--- config.mk ---
export PLATFORM = sky130hd
export DESIGN_NAME = apsc_regs
export DESIGN_NICKNAME = d
export VERILOG_FILES = /design/src/apsc_pkg.sv /design/src/apsc_regs.sv /design/src/apsc_rsvd_mem.sv
export SDC_FILE = /design/constraint.sdc
export NUM_CORES = 1
export LEC_CHECK = 0
export ABC_AREA = 1
export BUFFER_PORTS_ARGS = -buffer_cell sky130_fd_sc_hd__buf_2
export CORE_MARGIN = 2
export CORE_UTILIZATION = 41
export DETAILED_ROUTE_END_ITERATION = 8
export PLACE_DENSITY_LB_ADDON = 0.2
export RECOVER_POWER = 25
export SLEW_MARGIN = 20
export SYNTH_ARGS = -nofsm -noshare
export SYNTH_HDL_FRONTEND = slang
export SYNTH_SLANG_ARGS = --single-unit
--- constraint.sdc ---
create_clock -name clk_i -period 8.25 [get_ports clk_i]
set_clock_uncertainty 0.1 [all_clocks]
set_input_delay 0 -clock clk_i [delete_from_list [all_inputs] [get_ports clk_i]]
set_output_delay 0 -clock clk_i [all_outputs]
set_load 0.02 [all_outputs]
--- src/apsc_pkg.sv ---
// Package for the page-one amplifier power and short-circuit register bank.
// Assumes a byte-wide register port driven by the codec's control-bus front end.
package apsc_pkg;

  // ---------------------------------------------------------------
  // Register offsets
  // ---------------------------------------------------------------
  localparam logic [7:0] APSC_OFF_PAGE = 8'h00;
  localparam logic [7:0] APSC_OFF_RSVD_LO = 8'h01;
  localparam logic [7:0] APSC_OFF_RSVD_HI = 8'h1D;
  localparam logic [7:0] APSC_OFF_POLICY = 8'h1E;
  localparam logic [7:0] APSC_OFF_HP = 8'h1F;
  localparam logic [7:0] APSC_OFF_SPK = 8'h20;
  localparam logic [7:0] APSC_PAGE_ONE = 8'h01;

  // ---------------------------------------------------------------
  // Field positions
  // ---------------------------------------------------------------
  localparam int APSC_POL_HP_KEEP = 1;
  localparam int APSC_POL_SPK_KEEP = 0;
  localparam int APSC_HP_PWR = 7;
  localparam int APSC_HP_CM_HI = 4;
  localparam int APSC_HP_CM_LO = 3;
  localparam int APSC_HP_PDN_SHORT = 1;
  localparam int APSC_HP_STAT = 0;
  localparam int APSC_SPK_PWR = 7;
  localparam int APSC_SPK_STAT = 0;

  // ---------------------------------------------------------------
  // Reset values and writable masks
  // ---------------------------------------------------------------
  localparam logic [7:0] APSC_RST_PAGE = 8'h00;
  localparam logic [7:0] APSC_RST_POLICY = 8'h00;
  localparam logic [7:0] APSC_RST_HP = 8'h04;
  localparam logic [7:0] APSC_RST_SPK = 8'h06;
  localparam logic [7:0] APSC_RST_RSVD = 8'h00;
  localparam logic [7:0] APSC_WMASK_HP = 8'hFE;
  localparam logic [7:0] APSC_WMASK_SPK = 8'hFE;
  localparam int APSC_RSVD_DEPTH = 29;

  // Register port request
  typedef struct packed {
    logic       wr;
    logic [7:0] addr;
    logic [7:0] wdata;
  } apsc_req_t;

  // Driver controls towards the analog side
  typedef struct packed {
    logic       hp_power;
    logic [1:0] hp_cm_level;
    logic       hp_limit;
    logic       hp_short_pdn;
    logic       spk_power;
  } apsc_drv_t;

endpackage

--- src/apsc_regs.sv ---
// Page-one amplifier power and short-circuit control registers.
// Assumes a byte register port on clk_i and asynchronous short detector levels.
//
// What this block does
// - Page register, eight bits, resets to zero
// - Headphone short clears power-up when short action is power down, unless kept
// - Speaker short clears power-up unless kept
// - Headphone top bit powers driver, resets off
// - Two-bit common-mode level field, resets 00
// - Short action: limit current or power down
// - Headphone status bit shows live short
// - Speaker top bit powers class-D driver
// - Speaker status bit shows live class-D short
`timescale 1ns/100ps
module apsc_regs
  import apsc_pkg::*;
(
  // Clock, reset, enable
  input  wire logic       clk_i,
  input  wire logic       rst_i,
  input  wire logic       ce_i,
  // Register port
  input  wire apsc_req_t  req_i,
  input  wire logic       req_valid_i,
  output logic [7:0]      rdata_o,
  // Analog detectors and controls
  input  wire logic       hp_short_i,
  input  wire logic       spk_short_i,
  output apsc_drv_t       drv_o,
  output logic [7:0]      page_o
);

  // ---------------------------------------------------------------
  // Detector synchronisers
  // ---------------------------------------------------------------
  logic [1:0] hp_sync_r;
  logic [1:0] spk_sync_r;
  logic [1:0] hp_sync_nxt;
  logic [1:0] spk_sync_nxt;
  logic hp_short;
  logic spk_short;

  always_comb begin
    hp_sync_nxt = {hp_sync_r[0], hp_short_i};
    spk_sync_nxt = {spk_sync_r[0], spk_short_i};
  end

  always_ff @(posedge clk_i or posedge rst_i) begin
    if (rst_i) begin
      hp_sync_r <= 2'h0;
      spk_sync_r <= 2'h0;
    end else if (ce_i) begin
      hp_sync_r <= hp_sync_nxt;
      spk_sync_r <= spk_sync_nxt;
    end
  end

  assign hp_short = hp_sync_r[1];
  assign spk_short = spk_sync_r[1];

  // ---------------------------------------------------------------
  // Decode
  // ---------------------------------------------------------------
  function automatic logic hit(input logic [7:0] page, input logic [7:0] addr,
                               input logic [7:0] off);
    hit = (addr == off) && ((off == APSC_OFF_PAGE) || (page == APSC_PAGE_ONE));
  endfunction

  logic [7:0] page_r;
  logic [7:0] policy_r;
  logic [7:0] hp_r;
  logic [7:0] spk_r;
  logic [7:0] page_nxt;
  logic [7:0] policy_nxt;
  logic [7:0] hp_nxt;
  logic [7:0] spk_nxt;
  logic wr;
  logic rsvd_hit;
  logic [7:0] rsvd_rdata;
  logic [7:0] rdata_r;
  logic [7:0] rdata_nxt;
  logic rsvd_sel_r;
  logic rsvd_sel_nxt;

  assign wr = req_valid_i && req_i.wr;
  assign rsvd_hit = (page_r == APSC_PAGE_ONE) && (req_i.addr >= APSC_OFF_RSVD_LO)
                    && (req_i.addr <= APSC_OFF_RSVD_HI);

  // ---------------------------------------------------------------
  // Register next state
  // ---------------------------------------------------------------
  always_comb begin
    page_nxt = page_r;
    policy_nxt = policy_r;
    hp_nxt = hp_r;
    spk_nxt = spk_r;
    if (wr && hit(page_r, req_i.addr, APSC_OFF_PAGE)) begin
      page_nxt = req_i.wdata;
    end
    if (wr && hit(page_r, req_i.addr, APSC_OFF_POLICY)) begin
      policy_nxt = req_i.wdata;
    end
    if (wr && hit(page_r, req_i.addr, APSC_OFF_HP)) begin
      hp_nxt = (req_i.wdata & APSC_WMASK_HP) | (hp_r & ~APSC_WMASK_HP);
    end
    if (wr && hit(page_r, req_i.addr, APSC_OFF_SPK)) begin
      spk_nxt = (req_i.wdata & APSC_WMASK_SPK) | (spk_r & ~APSC_WMASK_SPK);
    end
    // Short clears win over a host write in the same cycle
    if (hp_short && !policy_r[APSC_POL_HP_KEEP] && hp_r[APSC_HP_PDN_SHORT]) begin
      hp_nxt[APSC_HP_PWR] = 1'b0;
    end
    if (spk_short && !policy_r[APSC_POL_SPK_KEEP]) begin
      spk_nxt[APSC_SPK_PWR] = 1'b0;
    end
    hp_nxt[APSC_HP_STAT] = hp_short;
    spk_nxt[APSC_SPK_STAT] = spk_short;
  end

  always_ff @(posedge clk_i or posedge rst_i) begin
    if (rst_i) begin
      page_r <= APSC_RST_PAGE;
      policy_r <= APSC_RST_POLICY;
      hp_r <= APSC_RST_HP;
      spk_r <= APSC_RST_SPK;
    end else if (ce_i) begin
      page_r <= page_nxt;
      policy_r <= policy_nxt;
      hp_r <= hp_nxt;
      spk_r <= spk_nxt;
    end
  end

  // ---------------------------------------------------------------
  // Reserved locations
  // ---------------------------------------------------------------
  apsc_rsvd_mem u_rsvd (
    .clk_i(clk_i),
    .rst_i(rst_i),
    .ce_i(ce_i),
    .we_i(wr && rsvd_hit),
    .idx_i(5'(req_i.addr - APSC_OFF_RSVD_LO)),
    .wdata_i(req_i.wdata),
    .rdata_o(rsvd_rdata)
  );

  // ---------------------------------------------------------------
  // Read data, one cycle after the request
  // ---------------------------------------------------------------
  always_comb begin
    rdata_nxt = 8'h00;
    rsvd_sel_nxt = 1'b0;
    if (req_valid_i && !req_i.wr) begin
      if (hit(page_r, req_i.addr, APSC_OFF_PAGE)) begin
        rdata_nxt = page_r;
      end else if (hit(page_r, req_i.addr, APSC_OFF_POLICY)) begin
        rdata_nxt = policy_r;
      end else if (hit(page_r, req_i.addr, APSC_OFF_HP)) begin
        rdata_nxt = hp_r;
      end else if (hit(page_r, req_i.addr, APSC_OFF_SPK)) begin
        rdata_nxt = spk_r;
      end else if (rsvd_hit) begin
        rsvd_sel_nxt = 1'b1;
      end
    end
  end

  always_ff @(posedge clk_i or posedge rst_i) begin
    if (rst_i) begin
      rdata_r <= 8'h00;
      rsvd_sel_r <= 1'b0;
    end else if (ce_i) begin
      rdata_r <= rdata_nxt;
      rsvd_sel_r <= rsvd_sel_nxt;
    end
  end

  assign rdata_o = rsvd_sel_r ? rsvd_rdata : rdata_r;

  // ---------------------------------------------------------------
  // Driver controls
  // ---------------------------------------------------------------
  always_comb begin
    drv_o.hp_power = hp_r[APSC_HP_PWR];
    drv_o.hp_cm_level = hp_r[APSC_HP_CM_HI:APSC_HP_CM_LO];
    drv_o.hp_limit = hp_r[APSC_HP_STAT] && !hp_r[APSC_HP_PDN_SHORT];
    drv_o.hp_short_pdn = hp_r[APSC_HP_STAT] && hp_r[APSC_HP_PDN_SHORT];
    drv_o.spk_power = spk_r[APSC_SPK_PWR];
  end

  assign page_o = page_r;
endmodule

--- src/apsc_rsvd_mem.sv ---
// Small memory holding the reserved page-one locations.
// Assumes same-clock access; read data comes out of a register.
`timescale 1ns/100ps
module apsc_rsvd_mem
  import apsc_pkg::*;
(
  // Clock and reset
  input  wire logic       clk_i,
  input  wire logic       rst_i,
  input  wire logic       ce_i,
  // Access
  input  wire logic       we_i,
  input  wire logic [4:0] idx_i,
  input  wire logic [7:0] wdata_i,
  output logic [7:0]      rdata_o
);

  logic [7:0] mem_r [APSC_RSVD_DEPTH];
  logic [7:0] rdata_r;
  logic [7:0] rdata_nxt;

  always_comb begin
    rdata_nxt = rdata_r;
    if (32'(idx_i) < APSC_RSVD_DEPTH) begin
      rdata_nxt = mem_r[idx_i];
    end
  end

  // ---------------------------------------------------------------
  // Storage
  // ---------------------------------------------------------------
  genvar g;
  generate
    for (g = 0; g < APSC_RSVD_DEPTH; g++) begin : g_word
      always_ff @(posedge clk_i or posedge rst_i) begin
        if (rst_i) begin
          mem_r[g] <= APSC_RST_RSVD;
        end else if (ce_i && we_i && (32'(idx_i) == g)) begin
          mem_r[g] <= wdata_i;
        end
      end
    end
  endgenerate

  always_ff @(posedge clk_i or posedge rst_i) begin
    if (rst_i) begin
      rdata_r <= APSC_RST_RSVD;
    end else if (ce_i) begin
      rdata_r <= rdata_nxt;
    end
  end

  assign rdata_o = rdata_r;

endmodule

## Yosys cells after proc, flatten, opt, wreduce, memory -nomap -nowiden

Index checks and enable logic that the tools add are counted.

| operators by class | value |
|---|---|
| multiplexer cells | 19 |
| $add $sub $neg | 1 |
| bitwise gates (word level) | 3 |
| equality and inequality tests | 32 |
| reductions and logical operators | 62 |
| order comparisons | 4 |

Operators with widths:

| cell | number |
|---|---|
| $mux W8 | 10 |
| $eq A5 B5 Y1 const B | 13 |
| $logic_and A1 B1 Y1 | 47 |
| $bmux W8 S5 | 1 |
| $eq A5 B4 Y1 const B | 8 |
| $eq A5 B3 Y1 const B | 4 |
| $eq A8 B5 Y1 const B | 2 |
| $or A8 B1 Y8 | 2 |
| $reduce_and A2 Y1 | 7 |
| $eq A5 B2 Y1 const B | 2 |
| $eq A8 B1 Y1 const B | 1 |
| $eq A8 B6 Y1 const B | 1 |
| $ge A8 B1 Y1 const B | 1 |
| $le A8 B5 Y1 const B | 1 |
| $logic_not A8 Y1 | 1 |
| $mux W1 | 8 |
| $ge A6 B6 Y1 const B | 1 |
| $not A5 Y6 | 1 |
| $eq A5 B1 Y1 const B | 1 |
| $logic_not A5 Y1 | 1 |
| $lt A5 B5 Y1 const B | 1 |
| $sub A5 B1 Y5 const B | 1 |
| $logic_not A1 Y1 | 4 |
| $reduce_bool A2 Y1 | 2 |

| storage, ports and cells | value |
|---|---|
| logic and storage cells | 163 |
| register bits | 285 |
| input bits | 23 |
| output and inout bits | 22 |

## Depth between registers and ports, before layout

Gate-level depths: netlist of the first run.

| depth | value |
|---|---|
| word-level depth | 9 |
| depth in mapped cells | 16 |
| mapped depth without buffers | 11 |

## Cells and area by module

A second synthesis of the first run with hierarchy kept.

| unflattened totals | value |
|---|---|
| cell total of the unflattened synthesis | 1810 |
| area total of the unflattened synthesis | 13949.6 µm² |

Modules (own cells, without submodules):

| module | times used | sequential area each (µm²) | cells an instance | area each (µm²) |
|---|---|---|---|---|
| apsc_rsvd_mem | 1 | 6005.8 | 1493 | 11426.0 |
| apsc_regs | 1 | 1129.8 | 317 | 2523.7 |

## Least setup slack after synthesis of the first run

OpenSTA, ideal clock, no wires.

| timing path | value |
|---|---|
| path type | input port to flip-flop |
| start point | input req_i[8] (netlist name) |
| end point | register u_rsvd.mem_r[152] (netlist name) |
| library setup time | 0.123 ns |
| setup slack | 5.696 ns |
| path buffers | 4 |
| stages on the path | 12 |
| arrival time | 2.331 ns |
| data required time | 8.027 ns |
| path through | inv_1 -> buf_2 -> clkbuf_1 -> clkbuf_1 -> ha_1 -> xnor2_1 -> clkbuf_1 -> nand3_1 -> nor2_2 -> inv_1 -> o21ai_0 -> nand2_1 |

| between the ends | value |
|---|---|
| longest elaborated chain between the ends | 6 |
| elaborated cells on any way between the ends | 9 |
| classes of those cells | add/sub (1); order compare (2); eq/ne (1); reduce/logical (5) |

Ends and longest elaborated chain:

| element | line | source |
|---|---|---|
| start, declared | apsc_regs.sv:23 | `input wire apsc_req_t req_i,` |
| $ge A8 B1 Y1 | apsc_regs.sv:86 | `assign rsvd_hit = (page_r == APSC_PAGE_ONE) && (req_i.addr >= APSC_OFF_RSVD_LO)` |
| $logic_and A1 B1 Y1 | apsc_regs.sv:86 |  |
| $logic_and A1 B1 Y1 | apsc_regs.sv:87 | `&& (req_i.addr <= APSC_OFF_RSVD_HI);` |
| $logic_and A1 B1 Y1 | apsc_regs.sv:141 | `.we_i(wr && rsvd_hit),` |
| $logic_and A1 B1 Y1 | apsc_rsvd_mem.sv:38 | `end else if (ce_i && we_i && (32'(idx_i) == g)) begin` |
| $logic_and A1 B1 Y1 * | apsc_rsvd_mem.sv:38 |  |
| end signal, assigned by index | apsc_rsvd_mem.sv:39 | `mem_r[g] <= wdata_i;` |
| end, declared | apsc_rsvd_mem.sv:18 | `logic [7:0] mem_r [APSC_RSVD_DEPTH];` |

Mark *: on every way between the ends. The rest lies on a longest branch, timed or not.
A chain may end at the register's enable or synchronous reset.

## Worst setup path after layout of the first run

| timing path | value |
|---|---|
| start point | input ce_i |
| end point | register spk_r[7] |

| between the ends | value |
|---|---|
| longest elaborated chain between the ends | 1 |

Ends and longest elaborated chain:

| element | line | source |
|---|---|---|
| start, declared | apsc_regs.sv:21 | `input wire logic ce_i,` |
| $reduce_and A2 Y1 (no line) | - |  |
| end signal, assigned | apsc_regs.sv:130 | `spk_r <= spk_nxt;` |
| end, declared | apsc_regs.sv:72 | `logic [7:0] spk_r;` |

No other way between the ends.

==> impl_metrics.json, run 1 <==
{
  "multi_input_area_um2": 7100,
  "cp-end-kind": "flop",
  "leakagePower_nw": 8.93,
  "crit_slowest_cell": "clkbuf_1",
  "max_freq_mhz": 200,
  "synth_area_um2": 15400,
  "register_area_um2": 7140,
  "syn_to_final_growth_pct": 10.6,
  "post-place-ws_ns": 3.76,
  "peakVddDrop_mv": 0.125,
  "slew_violations": 232,
  "ctsHoldBuffers": 13,
  "synthArstFlopShare_pct": 100,
  "pwr_density_cell_nw_per_um2": 195,
  "p_switching_w": 0.000883,
  "cts_root_buffer": "clkbuf_16",
  "synth_top_cell_by_area": "dfrtp_1",
  "cp_top_family": "buffers and inverters",
  "max-slew-margin-rel_pct": -302,
  "fillers": 3851,
  "swShare_pct": 26.5,
  "syn-num-nets": 2149,
  "rsz0062_at_grt": "no",
  "cp_data_required_time_ns": 8.57,
  "synth.top_cell.area_share_pct": 45.7,
  "drc": 0,
  "pwr-share-clk_pct": 48.0,
  "rows": 71,
  "antenna_left": 0,
  "layout-drive-gt1-share_pct": 7.72,
  "finalHoldViolCount": 0,
  "ys_warn_count": 0,
  "fin_crit_sh_pct": 60.5,
  "p_int_w": 0.00245,
  "crit_buf_inv": 3,
  "synthTopCellsByArea": "dfrtp_1 46%, nand2_1 21%, nand4_1 9.5%",
  "pin_count": 45,
  "die_w_um": 198,
  "cp_max_fo": 103,
  "antenna_found_initial": 0,
  "worstPathArrival_ns": 5.32,
  "path_class": "in2reg",
  "portBuffers": 44,
  "n_antenna_cell": 0,
  "synth-edff-count": 0,
  "rrSetupSlack_ns": 5.44,
  "worst_slew_pin_slew_ns": 6.04,
  "fin_tns_setup_ns": 0,
  "power_frac_comb_pct": 9.3,
  "cp-start-kind": "primary input",
  "cts_tree": "built",
  "core_um2": 37400,
  "fin_crit_ns": 4.99,
  "cpPeakStageDelay_ns": 3.45,
  "worst_slack_ns": 3.26,
  "violations": "capacitance limit, slew limit",
  "synth.most_common_cell": "nand2_1",
  "cts-htree-levels": 2,
  "ys_seq_area_share_pct": 46.2,
  "grt_max_degree": 154,
  "dpl.hpwl_mm": 31.0,
  "ys_seq_elements": 285,
  "holdWs_ns": 0.0206,
  "dr.pass1.iters": 6,
  "cts-buffers-inserted": 34,
  "clk_pin_slew_ns": 0.06,
  "initial_core_util_pct": 41.3,
  "hold_path.class": "in2reg",
  "routedWlPerCell_um": 19.9,
  "die_h_um": 198,
  "grt_overflow_total": 0,
  "cts_resized": 0,
  "vias": 14636,
  "postSynthAreaPerCell_um2": 7.27,
  "postCtsSetupBuffers": 0,
  "dieArea_um2": 39200,
  "grt_pass1_wl_mm": 81.5,
  "synthFlopType": "dfrtp_1",
  "track_usage_pct": 26.8,
  "setup_viol": 0,
  "gp_congestion": 0.896,
  "path_common_cell": "clkbuf_1",
  "layout.nets": 2106,
  "clock_latency_ns": 0.53,
  "drtIter0Drc": 1614,
  "crit_path_cell_trace": "dlygate4sd3_1, clkbuf_1, clkbuf_1, nand2_1, o21a_1",
  "cts.path.max_buffers": 3,
  "clock-sinks": 285,
  "via_per_inst": 5.61,
  "netlist_instances": 2121,
  "power_w": 0.00333,
  "synthTopCellsByCount": "871 x nand2_1, 282 x dfrtp_1, 235 x nand4_1",
  "wl_mm": 51.9,
  "status": "finished with violations",
  "maxCapViolCount": 2,
  "grt_pass1_vias": 13791,
  "utilization_pct": 45.6,
  "pwr-share-seq_pct": 42.7,
  "yosysUniqueCellTypes": 33
}
per-layer routing:
| metal | vias to the layer above | wire length, um | global-route usage (%) |
|---|---|---|---|
| met5 | - | 0 | 0 |
| met4 | 0 | 1500 | 8.55 |
| met3 | 101 | 3520 | 4.22 |
| met2 | 562 | 23300 | 40.9 |
| met1 | 7109 | 23600 | 38.9 |
| li1 | 6864 | - | - |
cell type report:
cell class / instances / share of cell area [%]
clock inverters: 15 / 1.36
multi-input cells: 1532 / 41.6
flip-flops and latches: 285 / 41.8
clock buffers: 41 / 5.38
inverters: 148 / 3.27
well taps: 511 / 3.74
repair buffers: 77 / 2.84
through the flow:
stage | std cells | area [um^2]
6_report | 2609 | 17100
5_1_grt | 2609 | 17100
4_1_cts | 2609 | 17100
3_5_place_dp | 2540 | 15800
3_3_place_gp | 2540 | 15800
2_1_floorplan | 2121 | 15400
cell families after synthesis:
| group | Yosys count | synth area share (%) |
|---|---|---|
| and+or+nand+nor | 1362 | 39.6 |
| buffers and inverters | 304 | 7.94 |
| DFF | 285 | 46.2 |
| AOI/OAI and AO/OA | 155 | 5.13 |
| muxes | 8 | 0.584 |
| adders and majority gates | 5 | 0.405 |
| xor gates and xnor gates | 2 | 0.114 |
worst reg2reg max path, cell delays in order (launching register included):
cell and delay (ns):
dfrtp_1 0.43, nor2_1 0.12, nand2_1 0.09, nor2_2 0.24, nand3_1 0.20, nor3_4 0.19
buf_12 0.53, nand3_1 0.58, nand2_1 0.17, nand2_1 0.06
registers in the layout, summed over array words and instances (netlist names):
signal	cells
spk_r	8
hp_r	8
u_rsvd.rdata_o	8
policy_r	8
page_o	8
hp_sync_r	2
rsvd_sel_r	1
spk_sync_r	2
u_rsvd.mem_r	232
rdata_r	8
power by group through the flow:
stage	Clock [W]	Combinational (W)	Sequential (W)
after floorplan	0	0.000199	0.00144
after global routing	0.00168	0.000336	0.00142
final	0.00160	0.000309	0.00142
after detailed placement	0	0.000302	0.00145
after global placement	0	0.000301	0.00145
after CTS	0.00162	0.000308	0.00142
final timing paths:
path | from | endpoint | depth (start not counted)
setup / recovery | ce_i | spk_r[7] | 5
min in group asynchronous | rst_i | u_rsvd.mem_r[100] | 3
hold reg to reg | u_rsvd.mem_r[8] | u_rsvd.mem_r[8] | 2
hold / removal | req_i[5] | u_rsvd.mem_r[93] | 4
setup reg to reg | page_o[2] | u_rsvd.mem_r[231] | 9
max in group asynchronous | rst_i | u_rsvd.mem_r[223] | 3
layout by cell type (no fill, tap or decap), drive strengths merged, types with 2 or more instances in the layout:
master,n
ha,5
nand4,236
inv,142
mux2,8
clkinv,13
bufinv,6
nor2,84
dfstp,3
buf,42
nor3,5
clkinvlp,2
clkbuf,63
dlygate4sd3,13
nand3,163
dfrtp,282
nand2,872
o22ai,5
o21ai,146
Note: power is estimated with default switching activity, not from simulation.
==> run 2: changes to the inputs <==
==> constraint.sdc (replaced) <==
create_clock -name clk_i -period 4.1 [get_ports clk_i]
set_clock_uncertainty 0.1 [all_clocks]
set_input_delay 0 -clock clk_i [delete_from_list [all_inputs] [get_ports clk_i]]
set_output_delay 0 -clock clk_i [all_outputs]
set_load 0.02 [all_outputs]
==> run 2 against run 1 <==
  * The run still ends with capacitance limit, slew limit left
  * Non-clock buffer count rose by 21
  * Die area unchanged
  * Highest routed layer unchanged
  * Cell count increased by 1.1%
  * Final area up 1.3%
  * Utilization is 0.59 points higher
  * Largest cell class unchanged
  * First-iteration DRC count fell by 9.9%
  * Sequential power up 100%
  * Setup slack got worse by 2.3 ns
  * Global-route usage down 0.84 points
  * Routed wire length down 3.4%
==> impl_metrics.json, run 2 (synthesis results as in run 1) <==
{
  "status": "finished with violations",
  "violations": "capacitance limit, slew limit",
  "cts.path.max_buffers": 3,
  "setup_viol": 0,
  "cts_root_buffer": "clkbuf_16",
  "routedWlPerCell_um": 19.0,
  "dpl.hpwl_mm": 30.3,
  "clk_pin_slew_ns": 0.06,
  "initial_core_util_pct": 41.3,
  "r2r-start": "page_o[1]",
  "clock_latency_ns": 0.55,
  "layout.nets": 2129,
  "dieArea_um2": 39200,
  "grt_overflow_total": 0,
  "layout_common_cells": "870 x nand2_1, 282 x dfrtp_1, 235 x nand4_1",
  "grt_pass1_wl_mm": 79.7,
  "path_class": "in2async",
  "multi_input_area_um2": 7100,
  "pwr_density_cell_nw_per_um2": 387,
  "layout-drive-gt1-share_pct": 8.98,
  "cp-end-kind": "asynchronous set/reset pin",
  "maxCapViolCount": 3,
  "crit_buf_inv": 6,
  "cts-buffers-inserted": 36,
  "syn_to_final_growth_pct": 12.1,
  "cp-start-kind": "primary input",
  "cp-startpoint": "rst_i",
  "antenna_left": 0,
  "fin_crit_ns": 3.16,
  "cpPeakStageDelay_ns": 1.37,
  "via_per_inst": 5.51,
  "max-slew-margin-rel_pct": -29.3,
  "largest_reg_flops": 232,
  "final_cells": 2637,
  "cts_tree": "built",
  "final_common_cell": "nand2_1",
  "slew_violations": 129,
  "die_w_um": 198,
  "crit_slowest_cell": "clkbuf_1",
  "rows": 71,
  "rrSetupSlack_ns": 1.23,
  "clock-sinks": 285,
  "min_path_cells": 3,
  "worst_slew_pin_slew_ns": 1.94,
  "hold_path.class": "in2reg",
  "wl_mm": 50.1,
  "fillers": 3797,
  "portBuffers": 44,
  "rsz0062_at_grt": "no",
  "peakVddDrop_mv": 0.232,
  "worstPathArrival_ns": 3.69,
  "cts-htree-levels": 2,
  "track_usage_pct": 25.9,
  "die_h_um": 198,
  "crit_path_cell_trace": "dlygate4sd3_1, dlygate4sd3_1, clkbuf_1, clkinvlp_2, clkbuf_1, buf_12",
  "fin_tns_setup_ns": 0,
  "drc": 0,
  "postLayoutCellArea_um2": 17300,
  "antenna_found_initial": 0,
  "leakagePower_nw": 9.09,
  "cp_top_family": "buffers and inverters",
  "cp_max_fo": 101,
  "core_um2": 37400,
  "cp_data_required_time_ns": 4.63,
  "vias": 14529,
  "place_inst": 2559,
  "dr.pass1.iters": 5,
  "top_register": "u_rsvd.mem_r",
  "finalHoldViolCount": 0,
  "crit_cells": 6,
  "drtIter0Drc": 1455,
  "place_area_um2": 16000,
  "pin_count": 45,
  "gp_congestion": 0.886,
  "postCtsSetupBuffers": 0,
  "r2r-end": "u_rsvd.mem_r[228]",
  "n_antenna_cell": 0,
  "max_freq_mhz": 317,
  "grt_max_degree": 102,
  "fin_crit_sh_pct": 77.0,
  "endpoint": "spk_r[6]",
  "register_area_um2": 7140,
  "grt_pass1_vias": 13771,
  "r2r.worst_path.cells": 9
}
==> run 2: metrics by stage <==
stage / hold WS (ns) / util (%) / total power (W) / setup slack (ns)
2_1_floorplan: 0.0166 / - / 0.00330 / 0.225
3_3_place_gp: 0.107 / 42.8 / 0.00354 / 1.24
3_5_place_dp: 0.109 / 42.8 / 0.00354 / 1.21
4_1_cts: 0.0215 / 46.3 / 0.00676 / 1.06
5_1_grt: 0.0578 / 46.2 / 0.00694 / 0.505
6_report: 0.0461 / 46.2 / 0.00670 / 0.943
==> run 2: final cells by class <==
cell class	instances	share of cell area [%]
clock inverters	15	0.962
repair buffers	98	3.96
multi-input cells	1532	41.1
flip-flops and latches	285	41.3
well taps	511	3.70
inverters	148	3.23
clock buffers	48	5.82
==> run 2: repair_timing <==
action,CTS,global route
resized for setup,0,0
hold buffers,13,1
hold endpoints to repair,122,13
==> run 2: how the worst min path moves through the flow <==
stage	from	to	slack, ns
final	req_i[1]	u_rsvd.mem_r[225]	0.05
after global routing	req_i[1]	u_rsvd.mem_r[161]	0.06
after CTS	req_i[1]	u_rsvd.mem_r[225]	0.02
after detailed placement	spk_short_i	spk_sync_r[0]	0.11
after global placement	spk_short_i	spk_sync_r[0]	0.11
after floorplan	hp_short_i	hp_sync_r[0]	0.02
==> run 2: tightest hold or removal path, stage by stage <==
cell and delay [ns]:
buf_2 0.38, nand4_1 0.21, nand2_1 0.05
==> run 2: per-layer routing <==
metal  track usage [%]  vias up  share of wire (%)
met5                 0        -                  0
met4              6.85        0                2.2
met3              3.87       76                6.1
met2              40.1      491                 45
met1              38.0     7033                 46
li1                  -     6929                  -
==> run 2: report_power, final <==
| group | switching, W | internal [W] | leakage [nW] |
|---|---|---|---|
| combinational | 0.000518 | 0.000134 | 4.55 |
| clock | 0.00128 | 0.00192 | 0.582 |
| sequential | 0.0000147 | 0.00284 | 3.95 |
| total | 0.00181 | 0.00489 | 9.09 |
